## config.mk

```make
export PLATFORM = sky130hd
export DESIGN_NAME = hpm_mailbox
export DESIGN_NICKNAME = d
export VERILOG_FILES = /design/src/rtl/hpm_pkg.sv /design/src/rtl/hpm_mailbox.sv
export SDC_FILE = /design/constraint.sdc
export NUM_CORES = 1
export LEC_CHECK = 0
export BUFFER_PORTS_ARGS = -buffer_cell sky130_fd_sc_hd__clkbuf_2
export CORE_MARGIN = 2
export CORE_UTILIZATION = 47
export CTS_CLUSTER_DIAMETER = 60
export DETAILED_ROUTE_END_ITERATION = 10
export GPL_TIMING_DRIVEN = 0
export MAX_ROUTING_LAYER = met4
export PLACE_DENSITY = 0.86
export SLEW_MARGIN = 10
export SYNTH_ARGS = -nofsm -noshare
export SYNTH_HDL_FRONTEND = slang
export SYNTH_SLANG_ARGS = --single-unit
export TNS_END_PERCENT = 10
```

## constraint.sdc

```tcl
create_clock -name clock_i -period 1.7 [get_ports clock_i]
set_input_delay 0.17 -clock clock_i [delete_from_list [all_inputs] [get_ports clock_i]]
set_output_delay 0.17 -clock clock_i [all_outputs]
set_load 0.1 [all_outputs]
```

## src/rtl/hpm_pkg.sv

```systemverilog
/*
  constants, types and register layout for the host port mailbox and status block.
  assumes one system clock and an active-low asynchronous reset.
*/
package hpm_pkg;
  // ---------------------------------------------------------------
  // addresses and mailbox reset value
  // ---------------------------------------------------------------
  localparam logic [15:0] HPM_MBOX_ADDR = 16'hc0c6;
  localparam logic [15:0] HPM_MSG_A_ADDR = 16'h0144;
  localparam logic [15:0] HPM_MSG_B_ADDR = 16'h0148;
  localparam logic [15:0] HPM_MBOX_RST = 16'h0000;
  // ---------------------------------------------------------------
  // status bit positions
  // ---------------------------------------------------------------
  localparam int HPM_B_VBUS = 15;
  localparam int HPM_B_ID = 14;
  localparam int HPM_B_SOF2 = 12;
  localparam int HPM_B_SOF1 = 10;
  localparam int HPM_B_RST2 = 9;
  localparam int HPM_B_MBIN = 8;
  localparam int HPM_B_RES2 = 7;
  localparam int HPM_B_RES1 = 6;
  localparam int HPM_B_MSGB = 5;
  localparam int HPM_B_MSGA = 4;
  localparam int HPM_B_DONE2 = 3;
  localparam int HPM_B_DONE1 = 2;
  localparam int HPM_B_RST1 = 1;
  localparam int HPM_B_MBOUT = 0;
  // routed engine events, one bit per status position
  localparam logic [15:0] HPM_ROUTED_MASK = 16'h16ce;
  // bus-voltage settle time after power-up, and its cycle count at 250 MHz
  localparam int HPM_VBUS_SETTLE_NS = 10000;
  localparam int HPM_CLK_NS = 4;
  localparam int HPM_VBUS_SETTLE_CYC = HPM_VBUS_SETTLE_NS / HPM_CLK_NS;
  // ---------------------------------------------------------------
  // carriers
  // ---------------------------------------------------------------
  typedef struct packed {
    logic rd;
    logic wr;
    logic [15:0] addr;
    logic [15:0] wdata;
  } hpm_acc_t;
  typedef struct packed {
    logic [15:0] mbox;
    logic rx_full;
    logic tx_empty;
    logic mb_in;
    logic mb_out;
    logic msg_a;
    logic msg_b;
    logic [15:0] events;
    logic irq;
    logic [15:0] cpu_rdata;
    logic [15:0] host_rdata;
    logic [1:0] vbus_sync;
    logic [1:0] id_sync;
  } hpm_state_t;
endpackage

```

## src/rtl/hpm_mailbox.sv

```systemverilog
/*
  host port mailbox, message flags and host-only status port.
  assumes cpu and host access strobes are one-cycle pulses on clock_i;
  usb engine events are one-cycle pulses from logic on the same clock.
*/
`timescale 1ns/1ps
module hpm_mailbox (
  input wire logic clock_i, // 250 MHz system clock
  input wire logic rst_b_i, // async reset, active low
  input wire hpm_pkg::hpm_acc_t cpu_i, // cpu access
  output logic [15:0] cpu_rdata_o, // cpu read data
  input wire hpm_pkg::hpm_acc_t host_i, // host memory access
  output logic [15:0] host_rdata_o, // host memory read data
  input wire logic host_stat_rd_i, // host status port read strobe
  output logic [15:0] host_status_o, // status port word
  input wire logic [15:0] irq_route_i, // routing control word
  input wire logic [1:0] msg_irq_en_i, // message irq enables b,a
  input wire logic rx_full_en_i, // receive-full irq enable
  input wire logic tx_empty_en_i, // transmit-empty irq enable
  input wire logic [15:0] usb_event_i, // engine event pulses, status positions
  input wire logic [15:0] usb_evclr_i, // engine event clears, status positions
  input wire logic vbus_valid_i, // bus voltage above threshold (pin)
  input wire logic otg_id_i, // identification pin
  output logic mbox_receive_full_irq_o, // cpu receive-full irq
  output logic mbox_transmit_empty_irq_o, // cpu transmit-empty irq
  output logic [15:0] cpu_events_o, // events left with the cpu
  output logic host_port_irq_out_o // host interrupt output
);
  import hpm_pkg::*;

  hpm_state_t s_reg;
  hpm_state_t s_next;
  logic c_mb_rd, c_mb_wr, h_mb_rd, h_mb_wr, c_ma_wr, c_mb2_wr, h_ma_rd, h_mb2_rd;
  logic [15:0] stat;

  // ---------------------------------------------------------------
  // address decode
  // ---------------------------------------------------------------
  function automatic logic hit(input hpm_acc_t a, input logic [15:0] ad);
    hit = (a.addr == ad);
  endfunction

  // status port is not on the cpu map, so no cpu decode reaches it
  assign c_mb_rd = cpu_i.rd && hit(cpu_i, HPM_MBOX_ADDR);
  assign c_mb_wr = cpu_i.wr && hit(cpu_i, HPM_MBOX_ADDR);
  assign c_ma_wr = cpu_i.wr && hit(cpu_i, HPM_MSG_A_ADDR);
  assign c_mb2_wr = cpu_i.wr && hit(cpu_i, HPM_MSG_B_ADDR);
  assign h_mb_rd = host_i.rd && hit(host_i, HPM_MBOX_ADDR);
  assign h_mb_wr = host_i.wr && hit(host_i, HPM_MBOX_ADDR);
  assign h_ma_rd = host_i.rd && hit(host_i, HPM_MSG_A_ADDR);
  assign h_mb2_rd = host_i.rd && hit(host_i, HPM_MSG_B_ADDR);

  // ---------------------------------------------------------------
  // status word assembly
  // ---------------------------------------------------------------
  // reserved bits 13 and 11 read zero
  always_comb begin
    stat = 16'h0000;
    stat[HPM_B_VBUS] = s_reg.vbus_sync[1];
    stat[HPM_B_ID] = s_reg.id_sync[1];
    // only routed engine events show to the host
    stat = stat | (s_reg.events & irq_route_i & HPM_ROUTED_MASK);
    stat[HPM_B_MBIN] = s_reg.mb_in;
    stat[HPM_B_MBOUT] = s_reg.mb_out;
    stat[HPM_B_MSGA] = s_reg.msg_a;
    stat[HPM_B_MSGB] = s_reg.msg_b;
  end

  // ---------------------------------------------------------------
  // next state
  // ---------------------------------------------------------------
  always_comb begin
    s_next = s_reg;
    s_next.vbus_sync = {s_reg.vbus_sync[0], vbus_valid_i};
    s_next.id_sync = {s_reg.id_sync[0], otg_id_i};
    // host writes win on a same-cycle collision; cpu write still flags
    if (c_mb_wr) s_next.mbox = cpu_i.wdata;
    if (h_mb_wr) s_next.mbox = host_i.wdata;
    // clears first, sets after, so a coinciding event is kept
    if (c_mb_rd) s_next.rx_full = 1'b0;
    if (h_mb_wr && rx_full_en_i) s_next.rx_full = 1'b1;
    if (c_mb_wr) s_next.tx_empty = 1'b0;
    if (h_mb_rd && tx_empty_en_i) s_next.tx_empty = 1'b1;
    if (c_mb_rd) s_next.mb_in = 1'b0;
    if (h_mb_wr) s_next.mb_in = 1'b1;
    if (h_mb_rd) s_next.mb_out = 1'b0;
    if (c_mb_wr) s_next.mb_out = 1'b1;
    if (h_ma_rd) s_next.msg_a = 1'b0;
    if (c_ma_wr) s_next.msg_a = 1'b1; // data ignored
    if (h_mb2_rd) s_next.msg_b = 1'b0;
    if (c_mb2_wr) s_next.msg_b = 1'b1;
    s_next.events = (s_reg.events & ~usb_evclr_i) | (usb_event_i & HPM_ROUTED_MASK);
    // registered or of mb_out, the enabled message flags and the routed events
    s_next.irq = s_reg.mb_out | (s_reg.msg_a & msg_irq_en_i[0]) |
                 (s_reg.msg_b & msg_irq_en_i[1]) |
                 (|(s_reg.events & irq_route_i & HPM_ROUTED_MASK));
    s_next.cpu_rdata = c_mb_rd ? s_reg.mbox : 16'h0000;
    // status read is served here directly, no cpu cycle
    s_next.host_rdata = h_mb_rd ? s_reg.mbox : (host_stat_rd_i ? stat : 16'h0000);
  end

  // ---------------------------------------------------------------
  // state register
  // ---------------------------------------------------------------
  always_ff @(posedge clock_i or negedge rst_b_i) begin
    if (!rst_b_i) begin
      s_reg <= '0;
      s_reg.mbox <= HPM_MBOX_RST;
    end else begin
      s_reg <= s_next;
    end
  end

  assign cpu_rdata_o = s_reg.cpu_rdata;
  assign host_rdata_o = s_reg.host_rdata;
  assign host_status_o = stat;
  assign mbox_receive_full_irq_o = s_reg.rx_full;
  assign mbox_transmit_empty_irq_o = s_reg.tx_empty;
  // unrouted events stay with the cpu
  assign cpu_events_o = s_reg.events & ~irq_route_i & HPM_ROUTED_MASK;
  assign host_port_irq_out_o = s_reg.irq;
endmodule

```

==> flow_summary.yaml, run 1 <==
cts:
  cts-root-buf: "clkbuf_8"
  cts_tree: "yes"
  clk_latency_ns: 0.33
  cts_inserted_buffers: 9
  cts_sinks: 67
  clockBufferDepth: 2
  cts_htree_levels: 3
  clkTransAtPathRegs_ns: 0.07
power:
  pwr-share-seq: 0.460
  p_sw_frac: 0.312
  p_leak_nw: 2.44
  ir_worst_vdd_v: 0.000381
  p_int_mw: 2.46
  p_comb_frac: 0.211
  power_density_nw_per_um2: 817
  netSwitchingPower_mw: 1.11
  clockPowerShare: 0.330
die:
  pin_count: 192
  dieArea_sq_um: 7480
  initial_core_util: 0.478
  die_w_um: 86.5
  core_area_sq_um: 6680
  rows: 30
  die_h_um: 86.5
logic_synthesis:
  synth_top_area_frac: 0.524
  synthTopCellsByArea: "dfrtp_1 (52%), buf_4 (11%), and2_1 (5.1%)"
  synth_area_per_cell_sq_um: 10.2
  synth_area_sq_um: 3200
  yosysUniqueCellTypes: 36
  synth_warnings: 0
  yosysSeqAreaShare: 0.524
  ys_ff_latch: 67
  synth_top_area_cell: "dfrtp_1"
  synthCells: 312
drt:
  ant_nets: 0
  route.detailed.wl_per_inst_um: 13.8
  drtIter0Drc: 60
  drc: 0
  vias: 2741
  dr.pass1.iters: 4
  vias_per_cell: 4.74
  wl_mm: 7.96
sta:
  fin_skew_ns: 0.00742
  final_hold_viol_count: 0
  tightest_slew_ns: 0.552
  setup_tns_ns: 0
  slew_viol_final: 0
  rsz0062_at_grt: "no"
  maxSlewHeadroom: 0.634
  max_freq_mhz: 634
  finalCriticalPeriod_ns: 1.58
  final-setup-viol-count: 0
  timing.final.crit_share: 0.928
placed_design:
  gp_congestion: 0.763
  placed_area_sq_um: 4150
  port_buffers: 157
  hpwl_mm: 6.28
worst_setup_path:
  crit_family: "buffers and inverters"
  worstPathRequired_ns: 1.53
  crit_path_start_kind: "register"
  cp_max_fo: 3
  crit_chain: "and2_1 > clkbuf_2"
  crit_slowest_cell: "clkbuf_2"
  critPathKind: "reg -> out"
  crit_buf_inv: 1
  critical_path_arrival_ns: 1.41
  cp_slowest_stage_delay_ns: 0.49
  crit_path_end_kind: "primary output"
layout:
  layout-drive-gt1-share: 0.470
  largest_reg_flops: 26
  antenna_cells: 0
  area_delta_synth_final_pct: 36.9
  fillCellCount: 563
  post-route-cell-area_sq_um: 4380
  nNetsFinal: 619
grt:
  track_usage: 0.228
  grt_pass1_wl_mm: 12.4
  antenna_found_initial: 0
  grt_remaining_overflow: 0
  grt_max_degree: 53
  grt_pass1_vias: 2630
min_path:
  min_path_type: "in -> reg"
job:
  cap_viol_max_count: 0
run_status:
  status: "completed"
==> cell families after synthesis <==
| kind of cell | after synthesis | synth area share |
|---|---|---|
| compound gates | 48 | 0.0873 |
| buf+inv | 70 | 0.153 |
| other cells | 1 | 0.00117 |
| simple gates | 110 | 0.184 |
| flops | 67 | 0.524 |
| mux | 16 | 0.0501 |
==> cells in the mapped netlist, drive strengths merged <==
library cell,n
a2111oi,1
a211oi,1
a21o,8
a21oi,16
a22o,1
and2,26
and3,3
and4b,1
buf,51
clkbuf,7
conb,1
dfrtp,67
inv,12
mux2i,16
nand2,33
nand2b,3
nand3,4
nand3b,1
nand4b,1
nor2,20
nor2b,8
nor3,4
nor4,2
nor4b,2
o21ai,18
o22ai,1
o41ai,2
or2b,1
or4,1
==> cell type report <==
cell class / count / area (sq um) / share of cell area
repair buffers: 163 / 861 / 0.197
multi-input cells: 184 / 1070 / 0.246
inverters: 12 / 45.0 / 0.0103
well taps: 80 / 100 / 0.0229
flip-flops and latches: 67 / 1680 / 0.383
clock buffers: 13 / 169 / 0.0386
clock inverters: 2 / 10.0 / 0.00229
plain buffers: 57 / 439 / 0.100
==> final timing paths <==
| kind | start | endpoint | slack, ns | cells after the start |
|---|---|---|---|---|
| hold reg to reg | s_next[1] | s_reg[1] | 0.35 | 0 |
| max in group asynchronous | rst_b_i | host_rdata_o[9] | 0.89 | 3 |
| hold / removal | usb_event_i[9] | s_reg[46] | 0.02 | 2 |
| setup reg to reg | s_reg[49] | host_port_irq_out_o | 0.40 | 3 |
| setup / recovery | s_reg[44] | host_status_o[7] | 0.12 | 2 |
| min in group asynchronous | rst_b_i | mbox_receive_full_irq_o | 0.28 | 2 |
==> power groups by stage <==
stage | Combinational, mW | Clock (mW) | Sequential (mW)
global placement | 0.733 | 0 | 1.67
detailed placement | 0.750 | 0 | 1.67
CTS | 0.756 | 1.21 | 1.64
finish | 0.753 | 1.18 | 1.64
global route | 0.793 | 1.28 | 1.64
floorplan | 0.535 | 0 | 1.67
==> layer usage <==
metal / up-vias / share of wire / global-route usage
li1: 1329 / - / -
met1: 1288 / 0.39 / 0.262
met2: 111 / 0.53 / 0.397
met3: 13 / 0.053 / 0.0324
met4: 0 / 0.020 / 0.0980
met5: - / 0 / -
==> cells in the final DEF (no fill, tap or decap), types with 2 or more instances in the layout <==
cell type	instances
a21o_1	8
a21oi_1	16
and2_1	26
and3_1	3
buf_4	50
clkbuf_1	5
clkbuf_2	156
clkbuf_8	14
clkinv_2	2
conb_1	10
dfrtp_1	67
dlygate4sd3_1	3
inv_1	12
mux2i_1	16
nand2_1	33
nand2b_1	2
nand3_1	3
nor2_1	20
nor2b_1	7
nor3_1	3
nor4_1	2
o21ai_0	18
o41ai_1	2
==> worst reg2reg max path, cell delays in order, from the launching register on <==
cell and delay [ns]:
dfrtp_1 0.40, and2_1 0.20, a2111oi_0 0.42, nand3_1 0.14
==> metrics by stage <==
step                hold slack (ns)  total power, mW  std cells  utilization  worst slack [ns]
floorplan                    -0.126             2.20        321            -            -0.160
global placement              0.279             2.40        558        0.616            -0.346
detailed placement           0.0854             2.42        559        0.621            -0.390
CTS                         0.00318             3.61        579        0.654           0.00773
global route                0.00810             3.71        578        0.655            0.0497
finish                       0.0202             3.57        578        0.655             0.122
==> repair_timing <==
action,in CTS,in global routing
endpoints found under the hold margin,17,0
hold buffers,3,0
resized for setup,0,1
pin swaps,1,0
setup endpoints to repair,6,26
buffers inserted,2,0
No activity file was read; power rests on OpenSTA's default activity.
==> inputs of run 2 (changes only) <==
--- a/config.mk
+++ b/config.mk
@@ -5,9 +5,10 @@
 export SDC_FILE = /design/constraint.sdc
 export NUM_CORES = 1
 export LEC_CHECK = 0
+export ABC_AREA = 1
 export BUFFER_PORTS_ARGS = -buffer_cell sky130_fd_sc_hd__clkbuf_2
 export CORE_MARGIN = 2
-export CORE_UTILIZATION = 47
+export CORE_UTILIZATION = 48
 export CTS_CLUSTER_DIAMETER = 60
 export DETAILED_ROUTE_END_ITERATION = 10
 export GPL_TIMING_DRIVEN = 0
==> flow_summary.yaml, run 2 <==
cts:
  cts_setup_buffers: 0
  cts_sinks: 67
  clkTransAtPathRegs_ns: 0.07
  clockBufferDepth: 2
  cts_resized: 0
  cts_tree: "yes"
  hold_buffers: 6
  clk_latency_ns: 0.34
  cts_inserted_buffers: 9
  cts-root-buf: "clkbuf_8"
  cts_htree_levels: 3
drt:
  wl_mm: 8.45
  dr.pass1.iters: 5
  ant_nets: 0
  route.detailed.wl_per_inst_um: 11.9
  drc: 0
  vias: 3240
  vias_per_cell: 4.56
  drtIter0Drc: 97
logic_synthesis:
  synthTopCellsByArea: "dfrtp_1 (49%), buf_4 (11%), nand2_1 (8.7%)"
  synthFlopType: "dfrtp_1"
  post-synth-top-count-cell: "nand2_1"
  synthMuxAreaShare: 0
  yosys-top-cells-count: "nand2_1 (79), inv_1 (77), dfrtp_1 (67)"
  synthCells: 425
  synth_area_per_cell_sq_um: 8.05
  synth_edf_count: 0
  synthArstFlopShare: 1.00
  yosysSeqAreaShare: 0.490
  synthAdderAreaFrac: 0
  synth_top_area_cell: "dfrtp_1"
  yosysUniqueCellTypes: 25
  synth_area_sq_um: 3420
  synth_top_area_frac: 0.490
  yosys.area_share.simple: 0.251
  synth_warnings: 0
  ys_ff_latch: 67
  synth-xor-area-share: 0
  synth-compound-area-share: 0.0479
  synth_top_family_by_area: "simple AND/OR/NAND/NOR gates"
layout:
  final_common_cell: "clkbuf_2"
  largest_reg_flops: 26
  antenna_cells: 0
  area_delta_synth_final_pct: 36.2
  fillCellCount: 581
  nNetsFinal: 734
  layout-drive-gt1-share: 0.383
  final_util: 0.682
  final_cell_mix: "clkbuf_2 (155), nand2_1 (79), inv_1 (77)"
placed_design:
  hpwl_mm: 6.75
  gp_congestion: 0.835
  port_buffers: 156
die:
  initial_core_util: 0.501
  core_area_sq_um: 6830
  dieArea_sq_um: 7820
  die_h_um: 88.4
  rows: 30
  pin_count: 192
  die_w_um: 88.4
power:
  p_comb_frac: 0.206
  pwr-share-seq: 0.428
  netSwitchingPower_mw: 1.18
  p_leak_nw: 2.80
  clockPowerShare: 0.366
  power_density_nw_per_um2: 821
  ir_worst_vdd_v: 0.000390
  p_int_mw: 2.65
  p_sw_frac: 0.308
sta:
  max_freq_mhz: 648
  fin_skew_ns: 0.00690
  slew_viol_final: 0
  rsz0062_at_grt: "no"
  final_hold_viol_count: 0
  final-setup-viol-count: 0
  hold_slack_ns: 0.0118
  tightest_slew_ns: 0.565
  maxSlewHeadroom: 0.625
  timing.final.crit_share: 0.907
  finalCriticalPeriod_ns: 1.54
worst_setup_path:
  crit_path_end_kind: "primary output"
  critical_path_arrival_ns: 1.37
  critPathKind: "reg -> out"
  worstPathRequired_ns: 1.53
  cp_max_fo: 3
  crit_path_start_kind: "register"
min_path:
  min_path_type: "in -> reg"
grt:
  grt_pass1_wl_mm: 13.9
  track_usage: 0.238
  antenna_found_initial: 0
  grt_remaining_overflow: 0
  grt_pass1_vias: 3179
  grt_max_degree: 37
run_status:
  status: "completed"
job:
  cap_viol_max_count: 0
-- run 2: kinds of logic after synthesis --
logic type / after synthesis
and+or+nand+nor: 191
buffers and inverters: 139
DFF: 67
AOI/OAI and AO/OA: 27
other: 1
-- run 2: final cells by class --
type	count	area [sq um]	share of cell area
Sequential cell	67	1680	0.360
Multi-Input combinational cell	228	1060	0.228
Timing Repair Buffer	164	873	0.187
Buffer	60	422	0.0905
Inverter	79	297	0.0636
Tap cell	96	120	0.0258
Clock buffer	11	131	0.0282
Clock inverter	5	77.6	0.0166
-- run 2: path summary, 6_finish.rpt --
check                           slack, ns           start  cells after the start             endpoint
worst max-delay path                 0.16       s_reg[49]                      3    host_status_o[12]
worst min-delay path                 0.01  usb_evclr_i[7]                      2            s_reg[44]
worst max register to register       0.56       s_reg[38]                      4  host_port_irq_out_o
worst min register to register       0.36       s_next[3]                      0             s_reg[3]
max in group asynchronous            0.83         rst_b_i                      3      cpu_rdata_o[12]
min in group asynchronous            0.34         rst_b_i                      2       cpu_rdata_o[0]
-- run 2: stage by stage --
step	power, mW	TNS, ns	worst slack [ns]	instances	instance area, sq um
after floorplan	2.22	-0.669	-0.0956	434	3460
after global placement	2.42	0	0.0736	686	4360
after detailed placement	2.45	0	0.00223	687	4380
after CTS	3.86	0	0.153	709	4650
after global routing	3.99	0	0.106	710	4660
final	3.83	0	0.158	710	4660
-- run 2: power groups by stage --
| stage | Combinational, mW | Clock [mW] | Sequential (mW) |
|---|---|---|---|
| detailed placement | 0.779 | 0 | 1.67 |
| CTS | 0.791 | 1.43 | 1.64 |
| global placement | 0.758 | 0 | 1.67 |
| finish | 0.789 | 1.40 | 1.64 |
| floorplan | 0.552 | 0 | 1.67 |
| global route | 0.844 | 1.50 | 1.64 |
-- run 2: metal layers --
| layer | routed length, um | share of wire | track usage | up-vias |
|---|---|---|---|---|
| met3 | 523 | 0.062 | 0.0476 | 14 |
| met1 | 3430 | 0.41 | 0.278 | 1460 |
| met2 | 4390 | 0.52 | 0.411 | 143 |
| met4 | 99 | 0.012 | 0.0771 | 0 |
| met5 | 0 | 0 | - | - |
| li1 | - | - | - | 1623 |
-- run 2: critical path, stage by stage (launching register included) --
cell and delay, ns:
dfrtp_1 0.36, nand2_1 0.06, inv_1 0.13, clkbuf_2 0.48
==> inputs of run 3 (changes only) <==
--- a/config.mk
+++ b/config.mk
@@ -8,12 +8,14 @@
 export ABC_AREA = 1
 export BUFFER_PORTS_ARGS = -buffer_cell sky130_fd_sc_hd__clkbuf_2
 export CORE_MARGIN = 2
-export CORE_UTILIZATION = 48
+export CORE_UTILIZATION = 49
+export CTS_BUF_LIST = sky130_fd_sc_hd__clkbuf_8
 export CTS_CLUSTER_DIAMETER = 60
+export CTS_CLUSTER_SIZE = 14
 export DETAILED_ROUTE_END_ITERATION = 10
 export GPL_TIMING_DRIVEN = 0
 export MAX_ROUTING_LAYER = met4
-export PLACE_DENSITY = 0.86
+export PLACE_DENSITY = 0.87
 export SLEW_MARGIN = 10
 export SYNTH_ARGS = -nofsm -noshare
 export SYNTH_HDL_FRONTEND = slang
==> flow_summary.yaml, run 3 (same netlist as run 2, synthesis figures left out) <==
sta:
  final-setup-viol-count: 0
  slew_viol_final: 0
  tightest_slew_ns: 0.552
  timing.final.crit_share: 0.902
  final_hold_viol_count: 0
  setup_tns_ns: 0
  fin_skew_ns: 0.0104
  rsz0062_at_grt: "no"
  finalCriticalPeriod_ns: 1.53
  max_freq_mhz: 652
  setup_ws_ns: 0.166
  maxSlewHeadroom: 0.634
placed_design:
  hpwl_mm: 6.62
  port_buffers: 156
  place_ws_ns: 0.0472
  gp_congestion: 0.795
  placed_area_sq_um: 4360
drt:
  drc: 0
  wl_met3_um: 472
  ant_nets: 0
  wl_mm: 8.21
  vias: 3206
  wirelength_met1_mm: 3.43
  drtIter0Drc: 95
  dr.pass1.iters: 4
  top_layer: "met4"
  wl_met2_mm: 4.15
  vias_per_cell: 4.65
  route.detailed.wl_per_inst_um: 11.9
layout:
  final_common_cell: "clkbuf_2"
  nNetsFinal: 730
  final_util: 0.681
  post-route-cell-area_sq_um: 4600
  fillCellCount: 552
  area_delta_synth_final_pct: 34.6
  antenna_cells: 0
  layout.area.seq_sq_um: 1680
  layout-drive-gt1-share: 0.389
  multi_input_area_sq_um: 1060
  final_cell_mix: "clkbuf_2 (155), nand2_1 (79), inv_1 (77)"
  largest_reg_flops: 26
cts:
  cts_resized: 0
  clkTransAtPathRegs_ns: 0.07
  cts_sinks: 67
  hold_buffers: 3
  cts_tree: "yes"
  cts_setup_buffers: 0
  cts_inserted_buffers: 9
  clk_latency_ns: 0.34
  clockBufferDepth: 2
  cts-root-buf: "clkbuf_8"
  cts_htree_levels: 3
job:
  cap_viol_max_count: 0
worst_setup_path:
  worstPathRequired_ns: 1.53
  crit_buf_inv: 2
  critPathKind: "reg -> out"
  crit_path_end_kind: "primary output"
  crit_path_start_kind: "register"
  crit_slowest_cell: "dfrtp_1"
  cp_max_fo: 4
  cp_slowest_stage_delay_ns: 0.44
  critical_path_arrival_ns: 1.36
  crit_family: "buffers and inverters"
  crit_chain: "buf_4 > clkbuf_2"
power:
  p_leak_nw: 2.79
  power_density_nw_per_um2: 823
  ir_worst_vdd_v: 0.000382
  fin_total_pwr_mw: 3.79
die:
  pin_count: 192
  dieArea_sq_um: 7670
  die_h_um: 87.6
  die_w_um: 87.6
  initial_core_util: 0.506
  core_area_sq_um: 6760
  rows: 30
grt:
  track_usage: 0.226
  grt_remaining_overflow: 0
  antenna_found_initial: 0
  grt_pass1_vias: 2987
  grt_pass1_wl_mm: 12.8
  grt_max_degree: 35
min_path:
  min_path_type: "in -> reg"
run_status:
  status: "completed"
==> run 3: changes by cell type in the layout (fill, tap and decap cells not counted), sizes merged <==
| cell | delta |
|---|---|
| bufinv | -1 |
| clkbuf | +1 |
| dlygate4sd3 | -4 |
==> run 3: area by class of cell <==
| cell class | instances | area share |
|---|---|---|
| flip-flops and latches | 67 | 0.364 |
| repair buffers | 160 | 0.181 |
| plain buffers | 60 | 0.0916 |
| clock buffers | 12 | 0.0359 |
| inverters | 79 | 0.0644 |
| well taps | 80 | 0.0217 |
| clock inverters | 4 | 0.0103 |
| multi-input cells | 228 | 0.231 |
==> run 3: path summary, 6_finish.rpt <==
kind | depth (start not counted) | slack [ns] | endpoint | start
min in group asynchronous | 2 | 0.35 | cpu_rdata_o[15] | rst_b_i
worst min-delay path | 2 | 0.008 | s_reg[43] | usb_evclr_i[6]
worst max-delay path | 2 | 0.17 | host_status_o[4] | host_status_o[4]
worst max register to register | 4 | 0.56 | host_port_irq_out_o | s_reg[38]
worst min register to register | 0 | 0.36 | s_reg[3] | s_next[3]
max in group asynchronous | 3 | 0.81 | cpu_rdata_o[10] | rst_b_i
==> run 3: metrics by stage <==
step	hold slack (ns)	cells
floorplan	-0.126	434
global placement	0.280	670
detailed placement	0.180	671
CTS	0.00131	690
global route	0.000369	690
finish	0.00805	690
==> run 3: routing by layer <==
layer	vias to the layer above	GRT usage
li1	1611	-
met5	-	-
met4	0	0.0839
met3	15	0.0509
met1	1461	0.261
met2	119	0.384
==> run 3: power by group <==
part / total [mW] / switching [mW] / internal [mW]
registers: 1.64 / 0.0127 / 1.62
logic: 0.781 / 0.585 / 0.196
clock network: 1.37 / 0.579 / 0.792
==> run 3: worst reg2reg max path: stages (launching register included) <==
cell	delay, ns
dfrtp_1	0.38
nand2_1	0.07
inv_1	0.07
nor4_1	0.38
nand3_1	0.12
